## config.mk

```make
export PLATFORM = sky130hd
export DESIGN_NAME = dsf_sector_fmt
export DESIGN_NICKNAME = d
export VERILOG_FILES = /design/src/common/dsf_pkg.sv /design/src/design/dsf_chk.sv /design/src/design/dsf_zone_spt.sv /design/src/design/dsf_sector_fmt.sv
export SDC_FILE = /design/constraint.sdc
export NUM_CORES = 1
export LEC_CHECK = 0
export BUFFER_PORTS_ARGS = -buffer_cell sky130_fd_sc_hd__buf_2
export CAP_MARGIN = 20
export CORE_UTILIZATION = 55
export CTS_CLUSTER_SIZE = 40
export DETAILED_ROUTE_END_ITERATION = 8
export PLACE_DENSITY_LB_ADDON = 0.1
export SLEW_MARGIN = 40
export SYNTH_ARGS = -nofsm -noshare
export SYNTH_HDL_FRONTEND = slang
export SYNTH_SLANG_ARGS = --single-unit
```

## constraint.sdc

```tcl
create_clock -name clk -period 5.25 [get_ports clk]
set_input_delay 0.525 -clock clk [delete_from_list [all_inputs] [get_ports clk]]
set_output_delay 0.525 -clock clk [all_outputs]
set_load 0.05 [all_outputs]
```

## src/common/dsf_pkg.sv

```systemverilog
`default_nettype none

package dsf_pkg;

  // ==========================================================
  // Sector field bytes and lengths
  localparam logic [7:0] SYNC_BYTE = 8'h66;
  localparam logic [7:0] MARK_LEAD = 8'h71;
  localparam logic [7:0] ID_MARK   = 8'h8e;
  localparam logic [7:0] DATA_MARK = 8'ha3;
  localparam logic [7:0] PAD_BYTE  = 8'h77;
  localparam logic [7:0] GAP_BYTE  = 8'h00;

  localparam int ID_SYNC_LEN   = 9;
  localparam int MARK_LEN      = 2;
  localparam int ID_ADDR_LEN   = 6;
  localparam int ID_CRC_LEN    = 3;
  localparam int PAD_LEN       = 3;
  localparam int DATA_SYNC_LEN = 16;
  localparam int ECC_LEN       = 14;
  localparam int USER_LEN_MIN  = 512;
  localparam int USER_LEN_MAX  = 532;
  localparam int USER_LEN_DEF  = 512;

  localparam int CNT_W    = 10;
  localparam int RUN_W    = 5;
  localparam int ID_W     = 8 * ID_ADDR_LEN;
  localparam int ID_CRC_W = 8 * ID_CRC_LEN;
  localparam int ECC_W    = 8 * ECC_LEN;

  // ==========================================================
  // Recording zones
  localparam int ZONES   = 16;
  localparam int ZONE_W  = 4;
  localparam int SPT_W   = 7;
  localparam int SPT_MIN = 63;
  localparam int SPT_MAX = 106;
  // Zone 0 outermost, zone 15 innermost
  localparam logic [SPT_W-1:0] ZONE_SPT [ZONES] = '{
    7'h6b, 7'h6b, 7'h6b, 7'h6b, 7'h6b, 7'h6a, 7'h66, 7'h62,
    7'h5e, 7'h58, 7'h54, 7'h51, 7'h4f, 7'h4a, 7'h46, 7'h41
  };

  // ==========================================================
  // Defaults for the free parameters
  localparam int GAP_LEN_DEF   = 24;
  localparam int SYNC_QUAL_DEF = 4;
  localparam int HUNT_WIN_DEF  = 48;
  localparam logic [ID_CRC_W-1:0] ID_POLY_DEF  = 24'h86_4cfb;
  localparam logic [ECC_W-1:0]    ECC_POLY_DEF = 112'h0000_0000_0000_0000_0000_0040_0007;

  // ==========================================================
  // Sequencer states
  typedef enum logic [20:0] {
    S_IDLE    = 21'h0_0001,
    S_W_ISYNC = 21'h0_0002,
    S_W_IMARK = 21'h0_0004,
    S_W_IADDR = 21'h0_0008,
    S_W_ICRC  = 21'h0_0010,
    S_W_IPAD  = 21'h0_0020,
    S_W_DSYNC = 21'h0_0040,
    S_W_DMARK = 21'h0_0080,
    S_W_DATA  = 21'h0_0100,
    S_W_ECC   = 21'h0_0200,
    S_W_DPAD  = 21'h0_0400,
    S_W_GAP   = 21'h0_0800,
    S_R_IHUNT = 21'h0_1000,
    S_R_IMARK = 21'h0_2000,
    S_R_IADDR = 21'h0_4000,
    S_R_ICRC  = 21'h0_8000,
    S_R_IPAD  = 21'h1_0000,
    S_R_DHUNT = 21'h2_0000,
    S_R_DMARK = 21'h4_0000,
    S_R_DATA  = 21'h8_0000,
    S_R_ECC   = 21'h10_0000
  } dsf_state_e;

endpackage

`default_nettype wire

```

## src/design/dsf_chk.sv

```systemverilog
`default_nettype none

module dsf_chk #(
  parameter int         W    = dsf_pkg::ID_CRC_W,
  parameter logic [W-1:0] POLY = dsf_pkg::ID_POLY_DEF
) (
  // Clock and reset
  input  wire logic         clk,
  input  wire logic         reset,
  // Byte-serial control
  input  wire logic         clr,
  input  wire logic         upd,
  input  wire logic         shf,
  input  wire logic [7:0]   din,
  // Check remainder, top byte first
  output logic      [W-1:0] chk_q
);
  import dsf_pkg::*;

  logic [W-1:0] chk_d;

  if (W < 16 || (W % 8) != 0) begin : g_bad_w
    $error("dsf_chk: W must be a multiple of 8, at least 16");
  end

  // ==========================================================
  // MSB-first division, one byte per clock
  function automatic logic [W-1:0] step(logic [W-1:0] r, logic [7:0] d);
    logic [W-1:0] t;
    logic         fb;
    t = r;
    for (int i = 7; i >= 0; i--) begin
      fb = t[W-1] ^ d[i];
      t  = {t[W-2:0], 1'b0} ^ (fb ? POLY : '0);
    end
    return t;
  endfunction

  always_comb begin
    chk_d = chk_q;
    if (clr) begin
      chk_d = '0;
    end else if (upd) begin
      chk_d = step(chk_q, din);
    end else if (shf) begin
      chk_d = {chk_q[W-9:0], 8'h00};
    end
  end

  always_ff @(posedge clk) begin
    if (reset) begin
      chk_q <= '0;
    end else begin
      chk_q <= chk_d;
    end
  end

endmodule

`default_nettype wire

```

## src/design/dsf_zone_spt.sv

```systemverilog
`default_nettype none

module dsf_zone_spt (
  // Clock and reset
  input  wire logic                       clk,
  input  wire logic                       reset,
  // Zone of the current track
  input  wire logic [dsf_pkg::ZONE_W-1:0] zone,
  // Sectors per track
  output logic      [dsf_pkg::SPT_W-1:0]  spt_q
);
  import dsf_pkg::*;

  logic [SPT_W-1:0] spt_d;

  // Table entries are held inside the legal sector range
  function automatic logic [SPT_W-1:0] clamp_spt(logic [SPT_W-1:0] v);
    if (v > SPT_W'(SPT_MAX)) begin
      return SPT_W'(SPT_MAX);
    end else if (v < SPT_W'(SPT_MIN)) begin
      return SPT_W'(SPT_MIN);
    end
    return v;
  endfunction

  always_comb begin
    spt_d = clamp_spt(ZONE_SPT[zone]);
  end

  always_ff @(posedge clk) begin
    if (reset) begin
      spt_q <= SPT_W'(SPT_MAX);
    end else begin
      spt_q <= spt_d;
    end
  end

endmodule

`default_nettype wire

```

## src/design/dsf_sector_fmt.sv

```systemverilog
`default_nettype none

// Functional notes
// - The ID part opens with nine sync bytes of 66h.
// - An ID mark of 71h then 8Eh follows the ID sync and starts the address on read.
// - Six address bytes name the sector and are handed to the controller for comparison.
// - Three check bytes follow the address and a read mismatch is flagged as a bad ID.
// - The ID part closes with three pad bytes of 77h.
// - The data part opens with sixteen sync bytes of 66h.
// - A data mark of 71h then A3h follows the data sync and starts user data on read.
// - User data has one fixed length, set at build time, from 512 to 532 bytes.
// - Fourteen correction bytes follow the user data.
// - The data part closes with three pad bytes of 77h.
// - Sectors per track lie between 63 and 106, more on outer tracks.
// - Sixteen zones run from 0 outermost to 15 innermost, each with its own count.
// - Sector size and sectors per track are fixed and cannot be changed in the field.
module dsf_sector_fmt #(
  parameter int                          USER_LEN  = dsf_pkg::USER_LEN_DEF,
  parameter int                          GAP_LEN   = dsf_pkg::GAP_LEN_DEF,
  parameter int                          SYNC_QUAL = dsf_pkg::SYNC_QUAL_DEF,
  parameter int                          HUNT_WIN  = dsf_pkg::HUNT_WIN_DEF,
  parameter logic [dsf_pkg::ID_CRC_W-1:0] ID_POLY   = dsf_pkg::ID_POLY_DEF,
  parameter logic [dsf_pkg::ECC_W-1:0]    ECC_POLY  = dsf_pkg::ECC_POLY_DEF
) (
  // Clock and reset
  input  wire logic                       clk,
  input  wire logic                       reset,
  // Controller commands
  input  wire logic                       fmt_start,
  input  wire logic                       wr_start,
  input  wire logic                       rd_start,
  input  wire logic                       rd_id_only,
  input  wire logic                       op_cancel,
  input  wire logic [dsf_pkg::ID_W-1:0]   fmt_id,
  // Write data fetch
  input  wire logic [7:0]                 usr_wr_byte,
  output logic                            usr_wr_act_q,
  output logic      [dsf_pkg::CNT_W-1:0]  usr_wr_idx_q,
  // Track position
  input  wire logic [dsf_pkg::ZONE_W-1:0] zone,
  input  wire logic                       index_mark,
  output logic      [dsf_pkg::SPT_W-1:0]  spt_q,
  output logic      [dsf_pkg::SPT_W-1:0]  sec_idx_q,
  output logic                            track_wrap_q,
  // Channel write side
  output logic                            ch_wr_gate_q,
  output logic      [7:0]                 ch_wr_byte_q,
  // Channel read side
  input  wire logic                       ch_rd_valid,
  input  wire logic [7:0]                 ch_rd_byte,
  // Parse results
  output logic      [dsf_pkg::ID_W-1:0]   id_q,
  output logic                            id_valid_q,
  output logic                            id_err_q,
  output logic                            usr_rd_valid_q,
  output logic      [7:0]                 usr_rd_byte_q,
  output logic                            data_err_q,
  output logic                            pad_err_q,
  output logic                            done_q,
  output logic                            abort_q,
  output logic                            busy_q
);
  import dsf_pkg::*;

  // ==========================================================
  // Build-time checks
  if (USER_LEN < USER_LEN_MIN || USER_LEN > USER_LEN_MAX) begin : g_bad_len
    $error("dsf_sector_fmt: USER_LEN out of range");
  end
  if (SYNC_QUAL < 1 || SYNC_QUAL > ID_SYNC_LEN) begin : g_bad_qual
    $error("dsf_sector_fmt: SYNC_QUAL out of range");
  end
  if (HUNT_WIN <= DATA_SYNC_LEN || HUNT_WIN >= (1 << CNT_W)) begin : g_bad_win
    $error("dsf_sector_fmt: HUNT_WIN out of range");
  end
  if (GAP_LEN < 1 || GAP_LEN >= (1 << CNT_W)) begin : g_bad_gap
    $error("dsf_sector_fmt: GAP_LEN out of range");
  end

  localparam logic [CNT_W-1:0] L_ISYNC = CNT_W'(ID_SYNC_LEN - 1);
  localparam logic [CNT_W-1:0] L_MARK  = CNT_W'(MARK_LEN - 1);
  localparam logic [CNT_W-1:0] L_ADDR  = CNT_W'(ID_ADDR_LEN - 1);
  localparam logic [CNT_W-1:0] L_CRC   = CNT_W'(ID_CRC_LEN - 1);
  localparam logic [CNT_W-1:0] L_PAD   = CNT_W'(PAD_LEN - 1);
  localparam logic [CNT_W-1:0] L_DSYNC = CNT_W'(DATA_SYNC_LEN - 1);
  localparam logic [CNT_W-1:0] L_USER  = CNT_W'(USER_LEN - 1);
  localparam logic [CNT_W-1:0] L_ECC   = CNT_W'(ECC_LEN - 1);
  localparam logic [CNT_W-1:0] L_GAP   = CNT_W'(GAP_LEN - 1);
  localparam logic [CNT_W-1:0] L_HUNT  = CNT_W'(HUNT_WIN - 1);
  localparam logic [RUN_W-1:0] RUN_OK  = RUN_W'(SYNC_QUAL);

  // ==========================================================
  // Helpers
  function automatic logic [7:0] id_byte(logic [ID_W-1:0] id, logic [CNT_W-1:0] i);
    return id[ID_W - 8 * (int'(i) + 1) +: 8];
  endfunction

  function automatic logic rd_state(dsf_state_e s);
    return s inside {S_R_IHUNT, S_R_IMARK, S_R_IADDR, S_R_ICRC, S_R_IPAD,
                     S_R_DHUNT, S_R_DMARK, S_R_DATA, S_R_ECC};
  endfunction

  // ==========================================================
  // State
  dsf_state_e        st_q, st_d;
  logic [CNT_W-1:0]  cnt_d, idx_d;
  logic [RUN_W-1:0]  run_q, run_d;
  logic              bad_q, bad_d, idonly_q, idonly_d;
  logic              act_d, gate_d, idv_d, iderr_d, rv_d, derr_d, paderr_d;
  logic              done_d, abort_d, busy_d;
  logic [7:0]        wbyte_d, rbyte_d;
  logic [ID_W-1:0]   id_d;
  logic [CNT_W-1:0]  cnt_q;
  logic              adv, last;
  logic              id_clr, id_upd, id_shf, ecc_clr, ecc_upd, ecc_shf;
  logic [7:0]        id_din, ecc_din;
  logic [ID_CRC_W-1:0] id_chk;
  logic [ECC_W-1:0]    ecc_chk;
  logic [7:0]        id_top, ecc_top;

  assign id_top  = id_chk[ID_CRC_W-1 -: 8];
  assign ecc_top = ecc_chk[ECC_W-1 -: 8];

  // Read and write never overlap, so one checker per field serves both
  dsf_chk #(.W(ID_CRC_W), .POLY(ID_POLY)) u_id_chk (
    .clk   (clk),
    .reset (reset),
    .clr   (id_clr),
    .upd   (id_upd),
    .shf   (id_shf),
    .din   (id_din),
    .chk_q (id_chk)
  );

  dsf_chk #(.W(ECC_W), .POLY(ECC_POLY)) u_ecc_chk (
    .clk   (clk),
    .reset (reset),
    .clr   (ecc_clr),
    .upd   (ecc_upd),
    .shf   (ecc_shf),
    .din   (ecc_din),
    .chk_q (ecc_chk)
  );

  dsf_zone_spt u_zone (
    .clk   (clk),
    .reset (reset),
    .zone  (zone),
    .spt_q (spt_q)
  );

  // ==========================================================
  // Sector sequencer
  always_comb begin
    st_d     = st_q;
    cnt_d    = cnt_q;
    run_d    = run_q;
    bad_d    = bad_q;
    idonly_d = idonly_q;
    id_d     = id_q;
    rbyte_d  = usr_rd_byte_q;
    wbyte_d  = GAP_BYTE;
    gate_d   = 1'b0;
    idv_d    = 1'b0;
    iderr_d  = 1'b0;
    rv_d     = 1'b0;
    derr_d   = 1'b0;
    paderr_d = 1'b0;
    done_d   = 1'b0;
    abort_d  = 1'b0;
    last     = 1'b0;
    adv      = rd_state(st_q) ? ch_rd_valid : (st_q != S_IDLE);
    id_clr   = 1'b0;
    id_upd   = 1'b0;
    id_shf   = 1'b0;
    id_din   = ch_rd_byte;
    ecc_clr  = 1'b0;
    ecc_upd  = 1'b0;
    ecc_shf  = 1'b0;
    ecc_din  = ch_rd_byte;
    case (st_q)
      S_IDLE: begin
        cnt_d = '0;
        run_d = '0;
        bad_d = 1'b0;
        if (fmt_start) begin
          st_d = S_W_ISYNC;
        end else if (wr_start) begin
          st_d = S_W_DSYNC;
        end else if (rd_start) begin
          st_d     = S_R_IHUNT;
          idonly_d = rd_id_only;
        end
      end
      S_W_ISYNC: begin
        gate_d  = 1'b1;
        wbyte_d = SYNC_BYTE;
        last    = (cnt_q == L_ISYNC);
        if (last) st_d = S_W_IMARK;
      end
      S_W_IMARK: begin
        gate_d  = 1'b1;
        wbyte_d = (cnt_q == '0) ? MARK_LEAD : ID_MARK;
        id_clr  = 1'b1;
        last    = (cnt_q == L_MARK);
        if (last) st_d = S_W_IADDR;
      end
      S_W_IADDR: begin
        gate_d  = 1'b1;
        wbyte_d = id_byte(fmt_id, cnt_q);
        id_din  = wbyte_d;
        id_upd  = 1'b1;
        last    = (cnt_q == L_ADDR);
        if (last) st_d = S_W_ICRC;
      end
      S_W_ICRC: begin
        gate_d  = 1'b1;
        wbyte_d = id_top;
        id_shf  = 1'b1;
        last    = (cnt_q == L_CRC);
        if (last) st_d = S_W_IPAD;
      end
      S_W_IPAD: begin
        gate_d  = 1'b1;
        wbyte_d = PAD_BYTE;
        last    = (cnt_q == L_PAD);
        if (last) st_d = S_W_DSYNC;
      end
      S_W_DSYNC: begin
        gate_d  = 1'b1;
        wbyte_d = SYNC_BYTE;
        ecc_clr = 1'b1;
        last    = (cnt_q == L_DSYNC);
        if (last) st_d = S_W_DMARK;
      end
      S_W_DMARK: begin
        gate_d  = 1'b1;
        wbyte_d = (cnt_q == '0) ? MARK_LEAD : DATA_MARK;
        last    = (cnt_q == L_MARK);
        if (last) st_d = S_W_DATA;
      end
      S_W_DATA: begin
        gate_d  = 1'b1;
        wbyte_d = usr_wr_byte;
        ecc_din = usr_wr_byte;
        ecc_upd = 1'b1;
        last    = (cnt_q == L_USER);
        if (last) st_d = S_W_ECC;
      end
      S_W_ECC: begin
        gate_d  = 1'b1;
        wbyte_d = ecc_top;
        ecc_shf = 1'b1;
        last    = (cnt_q == L_ECC);
        if (last) st_d = S_W_DPAD;
      end
      S_W_DPAD: begin
        gate_d  = 1'b1;
        wbyte_d = PAD_BYTE;
        last    = (cnt_q == L_PAD);
        if (last) st_d = S_W_GAP;
      end
      S_W_GAP: begin
        // Gate held through the gap so the head current ends cleanly
        gate_d = 1'b1;
        last   = (cnt_q == L_GAP);
        if (last) begin
          st_d   = S_IDLE;
          done_d = 1'b1;
        end
      end
      S_R_IHUNT, S_R_DHUNT: begin
        id_clr  = 1'b1;
        ecc_clr = 1'b1;
        bad_d   = 1'b0;
        if (ch_rd_valid) begin
          if (ch_rd_byte == SYNC_BYTE) begin
            run_d = (run_q == RUN_OK) ? run_q : run_q + 1'b1;
          end else if (run_q == RUN_OK && ch_rd_byte == MARK_LEAD) begin
            last = 1'b1;
            st_d = (st_q == S_R_IHUNT) ? S_R_IMARK : S_R_DMARK;
          end else if (run_q == RUN_OK) begin
            st_d    = S_IDLE;
            abort_d = 1'b1;
          end else begin
            run_d = '0;
          end
          if (!last && cnt_q == L_HUNT) begin
            st_d    = S_IDLE;
            abort_d = 1'b1;
          end
        end
      end
      S_R_IMARK, S_R_DMARK: begin
        last = 1'b1;
        run_d = '0;
        if (ch_rd_valid) begin
          if (st_q == S_R_IMARK && ch_rd_byte == ID_MARK) begin
            st_d = S_R_IADDR;
          end else if (st_q == S_R_DMARK && ch_rd_byte == DATA_MARK) begin
            st_d = S_R_DATA;
          end else begin
            st_d    = S_IDLE;
            abort_d = 1'b1;
          end
        end
      end
      S_R_IADDR: begin
        id_upd = ch_rd_valid;
        last   = (cnt_q == L_ADDR);
        if (ch_rd_valid) begin
          id_d = {id_q[ID_W-9:0], ch_rd_byte};
          if (last) st_d = S_R_ICRC;
        end
      end
      S_R_ICRC: begin
        id_shf = ch_rd_valid;
        last   = (cnt_q == L_CRC);
        if (ch_rd_valid) begin
          bad_d = bad_q | (ch_rd_byte != id_top);
          if (last) begin
            // A bad ID abandons the sector
            iderr_d = bad_d;
            idv_d   = !bad_d;
            done_d  = !bad_d && idonly_q;
            st_d    = (bad_d || idonly_q) ? S_IDLE : S_R_IPAD;
          end
        end
      end
      S_R_IPAD: begin
        last = (cnt_q == L_PAD);
        if (ch_rd_valid) begin
          paderr_d = (ch_rd_byte != PAD_BYTE);
          if (last) st_d = S_R_DHUNT;
        end
      end
      S_R_DATA: begin
        ecc_upd = ch_rd_valid;
        last    = (cnt_q == L_USER);
        if (ch_rd_valid) begin
          rv_d    = 1'b1;
          rbyte_d = ch_rd_byte;
          if (last) st_d = S_R_ECC;
        end
      end
      S_R_ECC: begin
        ecc_shf = ch_rd_valid;
        last    = (cnt_q == L_ECC);
        if (ch_rd_valid) begin
          bad_d = bad_q | (ch_rd_byte != ecc_top);
          if (last) begin
            derr_d = bad_d;
            done_d = 1'b1;
            st_d   = S_IDLE;
          end
        end
      end
      default: begin
        st_d = S_IDLE;
      end
    endcase
    if (adv && st_q != S_IDLE) begin
      cnt_d = last ? '0 : cnt_q + 1'b1;
    end
    if (op_cancel && st_q != S_IDLE) begin
      st_d    = S_IDLE;
      gate_d  = 1'b0;
      done_d  = 1'b0;
      abort_d = 1'b1;
    end
    act_d  = (st_d == S_W_DATA);
    idx_d  = act_d ? cnt_d : '0;
    busy_d = (st_d != S_IDLE);
  end

  always_ff @(posedge clk) begin
    if (reset) begin
      st_q           <= S_IDLE;
      cnt_q          <= '0;
      run_q          <= '0;
      bad_q          <= 1'b0;
      idonly_q       <= 1'b0;
      id_q           <= '0;
      usr_wr_act_q   <= 1'b0;
      usr_wr_idx_q   <= '0;
      ch_wr_gate_q   <= 1'b0;
      ch_wr_byte_q   <= GAP_BYTE;
      id_valid_q     <= 1'b0;
      id_err_q       <= 1'b0;
      usr_rd_valid_q <= 1'b0;
      usr_rd_byte_q  <= 8'h00;
      data_err_q     <= 1'b0;
      pad_err_q      <= 1'b0;
      done_q         <= 1'b0;
      abort_q        <= 1'b0;
      busy_q         <= 1'b0;
    end else begin
      st_q           <= st_d;
      cnt_q          <= cnt_d;
      run_q          <= run_d;
      bad_q          <= bad_d;
      idonly_q       <= idonly_d;
      id_q           <= id_d;
      usr_wr_act_q   <= act_d;
      usr_wr_idx_q   <= idx_d;
      ch_wr_gate_q   <= gate_d;
      ch_wr_byte_q   <= wbyte_d;
      id_valid_q     <= idv_d;
      id_err_q       <= iderr_d;
      usr_rd_valid_q <= rv_d;
      usr_rd_byte_q  <= rbyte_d;
      data_err_q     <= derr_d;
      pad_err_q      <= paderr_d;
      done_q         <= done_d;
      abort_q        <= abort_d;
      busy_q         <= busy_d;
    end
  end

  // ==========================================================
  // Sector position within the track
  logic [SPT_W-1:0] sec_d;
  logic             wrap_d;

  always_comb begin
    sec_d  = sec_idx_q;
    wrap_d = 1'b0;
    if (index_mark) begin
      sec_d = '0;
    end else if (done_d) begin
      // Count only; the sector count itself is fixed by zone
      if (sec_idx_q >= spt_q - 1'b1) begin
        sec_d  = '0;
        wrap_d = 1'b1;
      end else begin
        sec_d = sec_idx_q + 1'b1;
      end
    end
  end

  always_ff @(posedge clk) begin
    if (reset) begin
      sec_idx_q    <= '0;
      track_wrap_q <= 1'b0;
    end else begin
      sec_idx_q    <= sec_d;
      track_wrap_q <= wrap_d;
    end
  end

endmodule

`default_nettype wire

```

After elaboration in Yosys (flattened, before gate mapping)
Memories as Yosys holds them, arrays and structs flattened.
Index checks and enable logic that the tools add are counted.

cells by class
  $add $sub $neg = 6
  $lt $le $gt $ge = 4
  equal/unequal tests = 46
  shift-type cells = 1
  muxes and demuxes = 114
  bitwise logic cells = 46
  reductions and logical operators = 45

operators by type and width
  cell                  number
  $xor 112x112->112     8
  $mux 21               31
  $pmux 21 s19          1
  $mux 24               10
  $mux 112              2
  $xor 24x24->24        8
  $mux 23               8
  $pmux 8 s8            1
  $shiftx 48x15->8      1
  $eq 21x9->1 const B   2
  $mux 7                6
  $ne 21x1->1 const B   2
  $mux 20               2
  $mux 8                4
  $eq 10x4->1 const B   3
  $mux 1                30
  $mux 10               3
  $reduce_or 2->1       14
  $mux 5                5
  $eq 21x1->1 const B   1
  $eq 21x10->1 const B  1
  $eq 21x11->1 const B  1
  $eq 21x12->1 const B  1
  $eq 21x13->1 const B  1
  other kinds (62)      116

storage, ports and cells
  register bits = 273
  memory bits (read-only) = 112
  word-level logic and storage cells = 287
  memories = 1

memory list
  name              words  bits a word  rd ports  clocked after Yosys merged registers in  write ports  line                source
  (name not given)  16     7            1         0                                        0            dsf_zone_spt.sv:27  spt_d = clamp_spt(ZONE_SPT[zone]);

Longest topological paths before layout
Gate-level depths: netlist of run 1.

  depth in word-level cells = 29
  gate-level depth with buffers = 17

By module
Synthesis of run 1 repeated with hierarchy kept, for this count alone.

unflattened totals
  cells, all modules = 1724
  area, all modules = 13952.1 um^2

by module, submodules not included
  module               instances  cells each  area each (um^2)  sequential area each (um^2)
  dsf_sector_fmt       1          1003        7780.0            2602.5
  dsf_chk (u_ecc_chk)  1          523         4251.6            2242.2
  dsf_chk (u_id_chk)   1          170         1639.1            480.5
  dsf_zone_spt         1          28          281.5             140.1

Least setup slack after synthesis of run 1
OpenSTA, ideal clock, no wires.

  path kind = reg-to-reg
  from = register cnt_q[0]
  to = register u_id_chk.chk_q[18]
  arrival time = 4.387 ns
  data required time = 5.179 ns
  path slack = 0.792 ns
  cell stages (with the launch flop) = 17
  path through = dfxtp_1 > clkbuf_1 > clkbuf_1 > inv_1 > ha_1 > buf_2 > inv_1 > o31ai_1 > xor2_1 > or2_2 > o31ai_1 > xor2_1 > xor2_1 > xor2_1 > xor2_1 > mux2_1 > a21oi_1

between the ends
  word-level cells in the longest chain between the ends = 29

ends and longest elaborated chain
  what                    line                   source
  start, declared         dsf_sector_fmt.sv:113  logic [CNT_W-1:0] cnt_q;
  start signal, assigned  dsf_sector_fmt.sv:399  cnt_q <= cnt_d;
  $add 10x1->11 *         dsf_sector_fmt.sv:95   return id[ID_W - 8 * (int'(i) + 1) +: 8];
  $sub 6x14->15 *         dsf_sector_fmt.sv:95
  $shiftx 48x15->8 *      dsf_sector_fmt.sv:95
  $mux 8 *                dsf_sector_fmt.sv:181  case (st_q)
  $xor 1x1->1             dsf_chk.sv:33          fb = t[W-1] ^ d[i];
  $mux 24                 dsf_chk.sv:34          t = {t[W-2:0], 1'b0} ^ (fb ? POLY : '0);
  $xor 24x24->24          dsf_chk.sv:34
  $xor 1x1->1             dsf_chk.sv:33
  [... 13 more ...]       -
  $xor 24x24->24          dsf_chk.sv:34
  $xor 1x1->1             dsf_chk.sv:33
  $mux 24                 dsf_chk.sv:34
  $xor 24x24->24          dsf_chk.sv:34
  $xor 1x1->1             dsf_chk.sv:33
  $mux 24                 dsf_chk.sv:34
  $xor 24x24->24 *        dsf_chk.sv:34
  $mux 24 *               dsf_chk.sv:43          end else if (upd) begin
  end signal, assigned    dsf_chk.sv:54          chk_q <= chk_d;
  end, declared           dsf_chk.sv:16          output logic [W-1:0] chk_q

Every way passes the cells marked *; elsewhere a longest branch is shown, timed or not.
A chain may end at the register's enable or synchronous reset.

Worst setup path after layout of run 1
Ends and elaborated chain as after synthesis.

==> flow_summary.yaml, run 1 <==
critical_path:
  cp_max_fo: 22
  worst_ep_arrival_time_ns: 5.07
  setup.worst_path.start: "cnt_q[0]"
  reg2reg_from: "cnt_q[0]"
  cp-start-kind: "flop"
  crit_path_end_kind: "flop"
  cp_data_required_time_ns: 5.73
  path_class: "flop to flop"
power_and_ir_drop:
  power.density_mw_per_mm2: 301
  vdd_drop_max_uv: 261
  power_mw: 4.65
  leakage_nw: 5.91
yosys:
  syn_area_mm2: 0.0133
  synth-async-reset-ratio: 0
  synthTopCellsByArea: "dfxtp_1 41%, nand2_1 11%, a21oi_1 9.0%, xnor2_1 3.9%, nor2_1 3.3%"
  synth_top_area_frac: 0.410
  synth.avg_cell_area_um2: 7.85
  yosysTopAreaCell: "dfxtp_1"
  synth_flop_cell: "dfxtp_1"
  postSynthCellCount: 1699
  synth_edf_count: 0
  synth_commonest_cells: "403 x nand2_1, 273 x dfxtp_1, 240 x a21oi_1, 118 x nor2_1, 93 x clkbuf_1"
  synth_warnings: 0
  yosysSeqAreaShare: 0.410
  synth_cell_types: 83
  synthesis.nets: 1797
  ys_ff_latch: 273
  yosys.cell_count.top_type: "nand2_1"
clock_network:
  clock-root-buffer: "clkbuf_16"
  clk_pin_slew_ns: 0.06
  cts_setup_buffers: 0
  numCtsBuffers: 28
  clock_sinks: 273
  ctsHoldBuffers: 0
  cts_resized: 0
  htreeDepth: 1
  cts_tree: "yes"
  cts_buffer_depth: 3
  insertion_delay_ns: 0.55
global_route:
  grt_pass1_vias: 11079
  grt_pass1_wl_mm: 57.5
  track_usage: 0.290
  antenna_found_initial: 0
  grt-ovfl-total: 0
  grt_max_degree: 103
floorplanning:
  die_x_um: 158
  core_mm2: 0.0236
  ios: 176
  core.rowCount: 56
  initial_core_util: 0.565
  dieHeight_um: 158
  die-area_mm2: 0.0249
sta:
  period_needed_ns: 4.59
  tightest_slew_ns: 0.860
  slew_headroom: 0.421
  rsz0062_at_grt: "no"
  fin_tns_setup_ns: 0
  finalClockSkew_ns: 0.0154
  finalCritPeriodShare: 0.874
  clock.fmax_ghz: 0.218
  setup_violations: 0
  slew_viol_final: 0
  hold_viol_final: 0
routing:
  drc_errors: 0
  vias: 12383
  viasPerCell: 5.72
  routed_wl_mm: 37.3
  detail_route.wl_per_cell_um: 17.2
  drtIter0Drc: 1157
  dr.pass1.iters: 6
  final_antenna_net_count: 0
final_layout:
  synthToLayoutAreaGrowth_pct: 15.7
  regArea_mm2: 0.00547
  antenna_cells: 0
  multiInputGateArea_mm2: 0.00746
  layout-drive-gt1-share: 0.167
  n_fill_cell: 2165
  nNetsFinal: 1922
placed_design:
  hpwl_mm: 26.6
  io_buffers: 175
  gp_congestion: 0.988
min_path:
  hold_path.class: "primary input to flop"
  hp-start: "index_mark"
outcome:
  outcome: "complete, no violations"
run:
  cap_violations: 0
-- layout by cell type (no fill, tap or decap), drive strengths merged, types with 3 or more instances in the layout --
cell type | Yosys | final
o31ai | 5 | 5
nand4b | 3 | 3
xor2 | 37 | 37
nor2b | 15 | 15
dfxtp | 273 | 273
o211ai | 3 | 3
nand2 | 403 | 403
or3 | 17 | 17
nor4 | 30 | 30
buf | 11 | 199
a221oi | 10 | 10
o21ai | 33 | 33
nand2b | 18 | 18
nor2 | 118 | 118
and4 | 9 | 9
mux2i | 16 | 16
a21o | 10 | 10
inv | 25 | 26
nand4 | 17 | 17
o22ai | 3 | 3
a22oi | 23 | 23
a222oi | 3 | 3
a31oi | 8 | 8
clkinv | 1 | 11
and3 | 7 | 7
and2 | 9 | 9
nor3b | 7 | 7
a311oi | 3 | 3
nor3 | 35 | 35
nand3 | 38 | 38
clkbuf | 93 | 38
a211oi | 13 | 13
or2 | 12 | 12
ha | 21 | 21
xnor2 | 64 | 64
a21oi | 240 | 240
or4 | 8 | 8
a21bo | 3 | 3
mux2 | 15 | 15
-- sequential cells by signal (all words and copies together), names as in the netlist, 5 cells and up --
register         count
id_q                48
usr_rd_byte_q        8
run_q                5
st_q                21
cnt_q               10
usr_wr_idx_q        10
sec_idx_q            7
u_zone.spt_q         7
ch_wr_byte_q         8
u_id_chk.chk_q      24
u_ecc_chk.chk_q    112
-- cell type report --
class	count	area share
Clock inverter	12	0.00762
Clock buffer	38	0.0517
Sequential cell	273	0.354
Inverter	26	0.00632
Multi-Input combinational cell	1296	0.483
Tap cell	319	0.0259
Timing Repair Buffer	199	0.0711
-- report_power, final --
group	switching [mW]	total, mW	internal (mW)
Clock	0.825	1.94	1.12
Sequential	0.0184	2.11	2.09
Combinational	0.381	0.598	0.218
Total	1.22	4.65	3.42
-- metrics by stage --
stage          std cells  setup WS, ns  cell area [um^2]  utilization  hold slack [ns]
3_5_place_dp        2113         0.726             14500        0.615            0.442
6_report            2163         0.662             15400        0.654            0.154
5_1_grt             2163         0.278             15400        0.654            0.145
4_1_cts             2163         0.706             15400        0.653            0.140
2_1_floorplan       1699         0.792             13300            -            0.432
3_3_place_gp        2111         0.821             14400        0.612            0.436
-- per-layer routing --
layer / routed length [um] / global-route usage
met1: 17400 / 0.406
met4: 911 / 0.0925
met2: 16500 / 0.461
met3: 2460 / 0.0381
met5: 0 / 0
-- worst paths after layout --
path                         endpoint  slack, ns  cells past startpoint
hold / removal           track_wrap_q       0.15                      2
hold reg to reg   u_ecc_chk.chk_q[56]       0.45                      2
setup / recovery   u_id_chk.chk_q[18]       0.66                     13
setup reg to reg   u_id_chk.chk_q[18]       0.66                     13
-- worst max-delay path: stages, from the launching register on --
cell	delay (ns)
dfxtp_1	0.31
buf_4	0.23
inv_1	0.20
ha_1	0.52
inv_1	0.21
o31ai_1	0.36
xor2_1	0.55
nor4_1	0.14
a311oi_2	0.56
xor2_1	0.42
xor2_1	0.35
xor2_1	0.20
mux2_1	0.34
a21oi_1	0.12
-- kinds of logic (layout without fill, tap and decap cells) --
group | count (synthesis) | after routing | share of synthesized area
adders and majority gates | 21 | 21 | 0.0197
DFF | 273 | 273 | 0.410
AOI/OAI and AO/OA | 382 | 382 | 0.169
muxes | 33 | 33 | 0.0281
and+or+nand+nor | 756 | 756 | 0.261
other | 1 | 1 | 0.000281
xor gates and xnor gates | 103 | 103 | 0.0755
buffers and inverters | 130 | 275 | 0.0369
Note: power is estimated with default switching activity, not from simulation.
==> run 2: changes to the inputs <==
CELL_PAD_IN_SITES_DETAIL_PLACEMENT = 1   (was unset)
CELL_PAD_IN_SITES_GLOBAL_PLACEMENT = 1   (was unset)
CORE_UTILIZATION = 43   (was 55)
==> flow_summary.yaml, run 2 (synthesis gave the netlist of run 1 again) <==
sta:
  slew_viol_final: 0
  fin_tns_setup_ns: 0
  clock.fmax_ghz: 0.225
  tightest_slew_ns: 0.807
  slew_headroom: 0.457
  rsz0062_at_grt: "no"
  finalClockSkew_ns: 0.0325
  setup_violations: 0
  period_needed_ns: 4.45
  finalCritPeriodShare: 0.847
  hold_viol_final: 0
critical_path:
  r2r_end: "u_id_chk.chk_q[18]"
  cp_data_required_time_ns: 5.75
  worst-path-stages: 12
  crit_path_end_kind: "flop"
  path_cells: "inv_1 > ha_1 > inv_1 > o31ai_1 > xor2_1 > nor4_1 > a311oi_2 > xor2_1 > xor2_1 > xor2_1 > mux2_1 > a21oi_1"
  r2r_setup_slack_ns: 0.80
  worst_ep_arrival_time_ns: 4.95
  cp-endpoint: "u_id_chk.chk_q[18]"
  path_delay_family: "XOR/XNOR gates"
  cp_num_buf_inv: 2
  cp_max_fo: 9
  cp_slowest_cell: "a311oi_2"
  critPathMaxStageDelay_ns: 0.60
  cp-start-kind: "flop"
  setup.worst_path.start: "cnt_q[1]"
  crit_top_cell: "xor2_1"
  path_class: "flop to flop"
  reg2regPathDepth: 12
  reg2reg_from: "cnt_q[1]"
global_route:
  grt_max_degree: 103
  grt_pass1_vias: 12153
  grt-busiest-layer: "met2"
  track_usage: 0.262
  gr-usage-met1: 0.356
  grt_util_met3: 0.0433
  use_met2: 0.425
  grt_pass1_wl_mm: 66.3
  antenna_found_initial: 1
  grt-ovfl-total: 0
power_and_ir_drop:
  leakage_nw: 5.99
  p_int_mw: 3.70
  p_seq_frac: 0.420
  clkPwrFrac: 0.459
  combinationalPowerShare: 0.120
  switching_power_mw: 1.31
  p_sw_frac: 0.262
  power.density_mw_per_mm2: 319
  vdd_drop_max_uv: 241
final_layout:
  synthToLayoutAreaGrowth_pct: 17.8
  largest_reg_flops: 112
  nNetsFinal: 1926
  regArea_mm2: 0.00547
  layout-drive-gt1-share: 0.170
  reg.largest.list: "u_ecc_chk.chk_q x112, id_q x48, u_id_chk.chk_q x24"
  layout_commonest_cell: "nand2_1"
  layout_common_cells: "403 x nand2_1, 273 x dfxtp_1, 239 x a21oi_1"
  regMostFlops: "u_ecc_chk.chk_q"
  finish.instance_area_mm2: 0.0157
  final_cells: 2250
  n_fill_cell: 3771
  multiInputGateArea_mm2: 0.00746
clock_network:
  htreeDepth: 1
  insertion_delay_ns: 0.59
  clk_pin_slew_ns: 0.06
  cts_setup_buffers: 0
  numCtsBuffers: 31
  cts_buffer_depth: 3
  ctsHoldBuffers: 0
  cts_resized: 0
  cts_tree: "yes"
  clock_sinks: 273
  clock-root-buffer: "clkbuf_16"
routing:
  dr.pass1.iters: 6
  vias: 12668
  viasPerCell: 5.63
  drtIter0Drc: 678
  routed_wl_mm: 42.1
  detail_route.wl_per_cell_um: 18.7
  final_antenna_net_count: 0
  drc_errors: 0
placed_design:
  io_buffers: 175
  placed_cell_area_mm2: 0.0146
  placed_cells: 2190
  hpwl_mm: 30.5
  gp_congestion: 0.927
floorplanning:
  die-area_mm2: 0.0317
  dieHeight_um: 178
  die_x_um: 178
  initial_core_util: 0.437
  core_mm2: 0.0305
  ios: 176
  core.rowCount: 64
outcome:
  outcome: "complete, no violations"
min_path:
  hp-start: "index_mark"
  hold_path.class: "primary input to flop"
run:
  cap_violations: 0
[run 2: layout make-up]
type	count	area share
Clock inverter	17	0.0153
Antenna cell	1	0.000159
Timing Repair Buffer	200	0.0695
Sequential cell	273	0.348
Tap cell	396	0.0315
Clock buffer	41	0.0543
Inverter	26	0.00621
Multi-Input combinational cell	1296	0.475
[run 2: how the worst min path moves through the flow]
stage                            to  slack [ns]  depth (start not counted)
4_1_cts                track_wrap_q        0.11                          2
3_3_place_gp               id_q[45]        0.44                          2
3_5_place_dp               id_q[42]        0.44                          2
6_report               track_wrap_q        0.13                          2
5_1_grt                track_wrap_q        0.13                          2
2_1_floorplan  u_ecc_chk.chk_q[100]        0.43                          2
[run 2: through the flow]
stage | hold WS (ns) | total power, mW | worst slack (ns) | utilization
after global placement | 0.435 | 2.73 | 1.02 | 0.477
final | 0.133 | 5.01 | 0.805 | 0.515
after CTS | 0.107 | 5.06 | 0.825 | 0.514
after global routing | 0.127 | 5.20 | 0.518 | 0.515
after detailed placement | 0.441 | 2.75 | 0.855 | 0.478
after floorplan | 0.432 | 2.57 | 0.792 | -
[run 2: metal layers]
metal | up-vias | wire (um)
li1 | 6124 | -
met1 | 6078 | 19100
met2 | 395 | 19300
met3 | 71 | 2630
met4 | 0 | 1100
met5 | - | 0
[run 2: power by group through the flow]
stage	sequential (mW)	clock, mW	combinational [mW]
finish	2.11	2.30	0.604
global route	2.11	2.43	0.657
CTS	2.10	2.36	0.598
detailed placement	2.15	0	0.594
global placement	2.15	0	0.583
floorplan	2.17	0	0.400
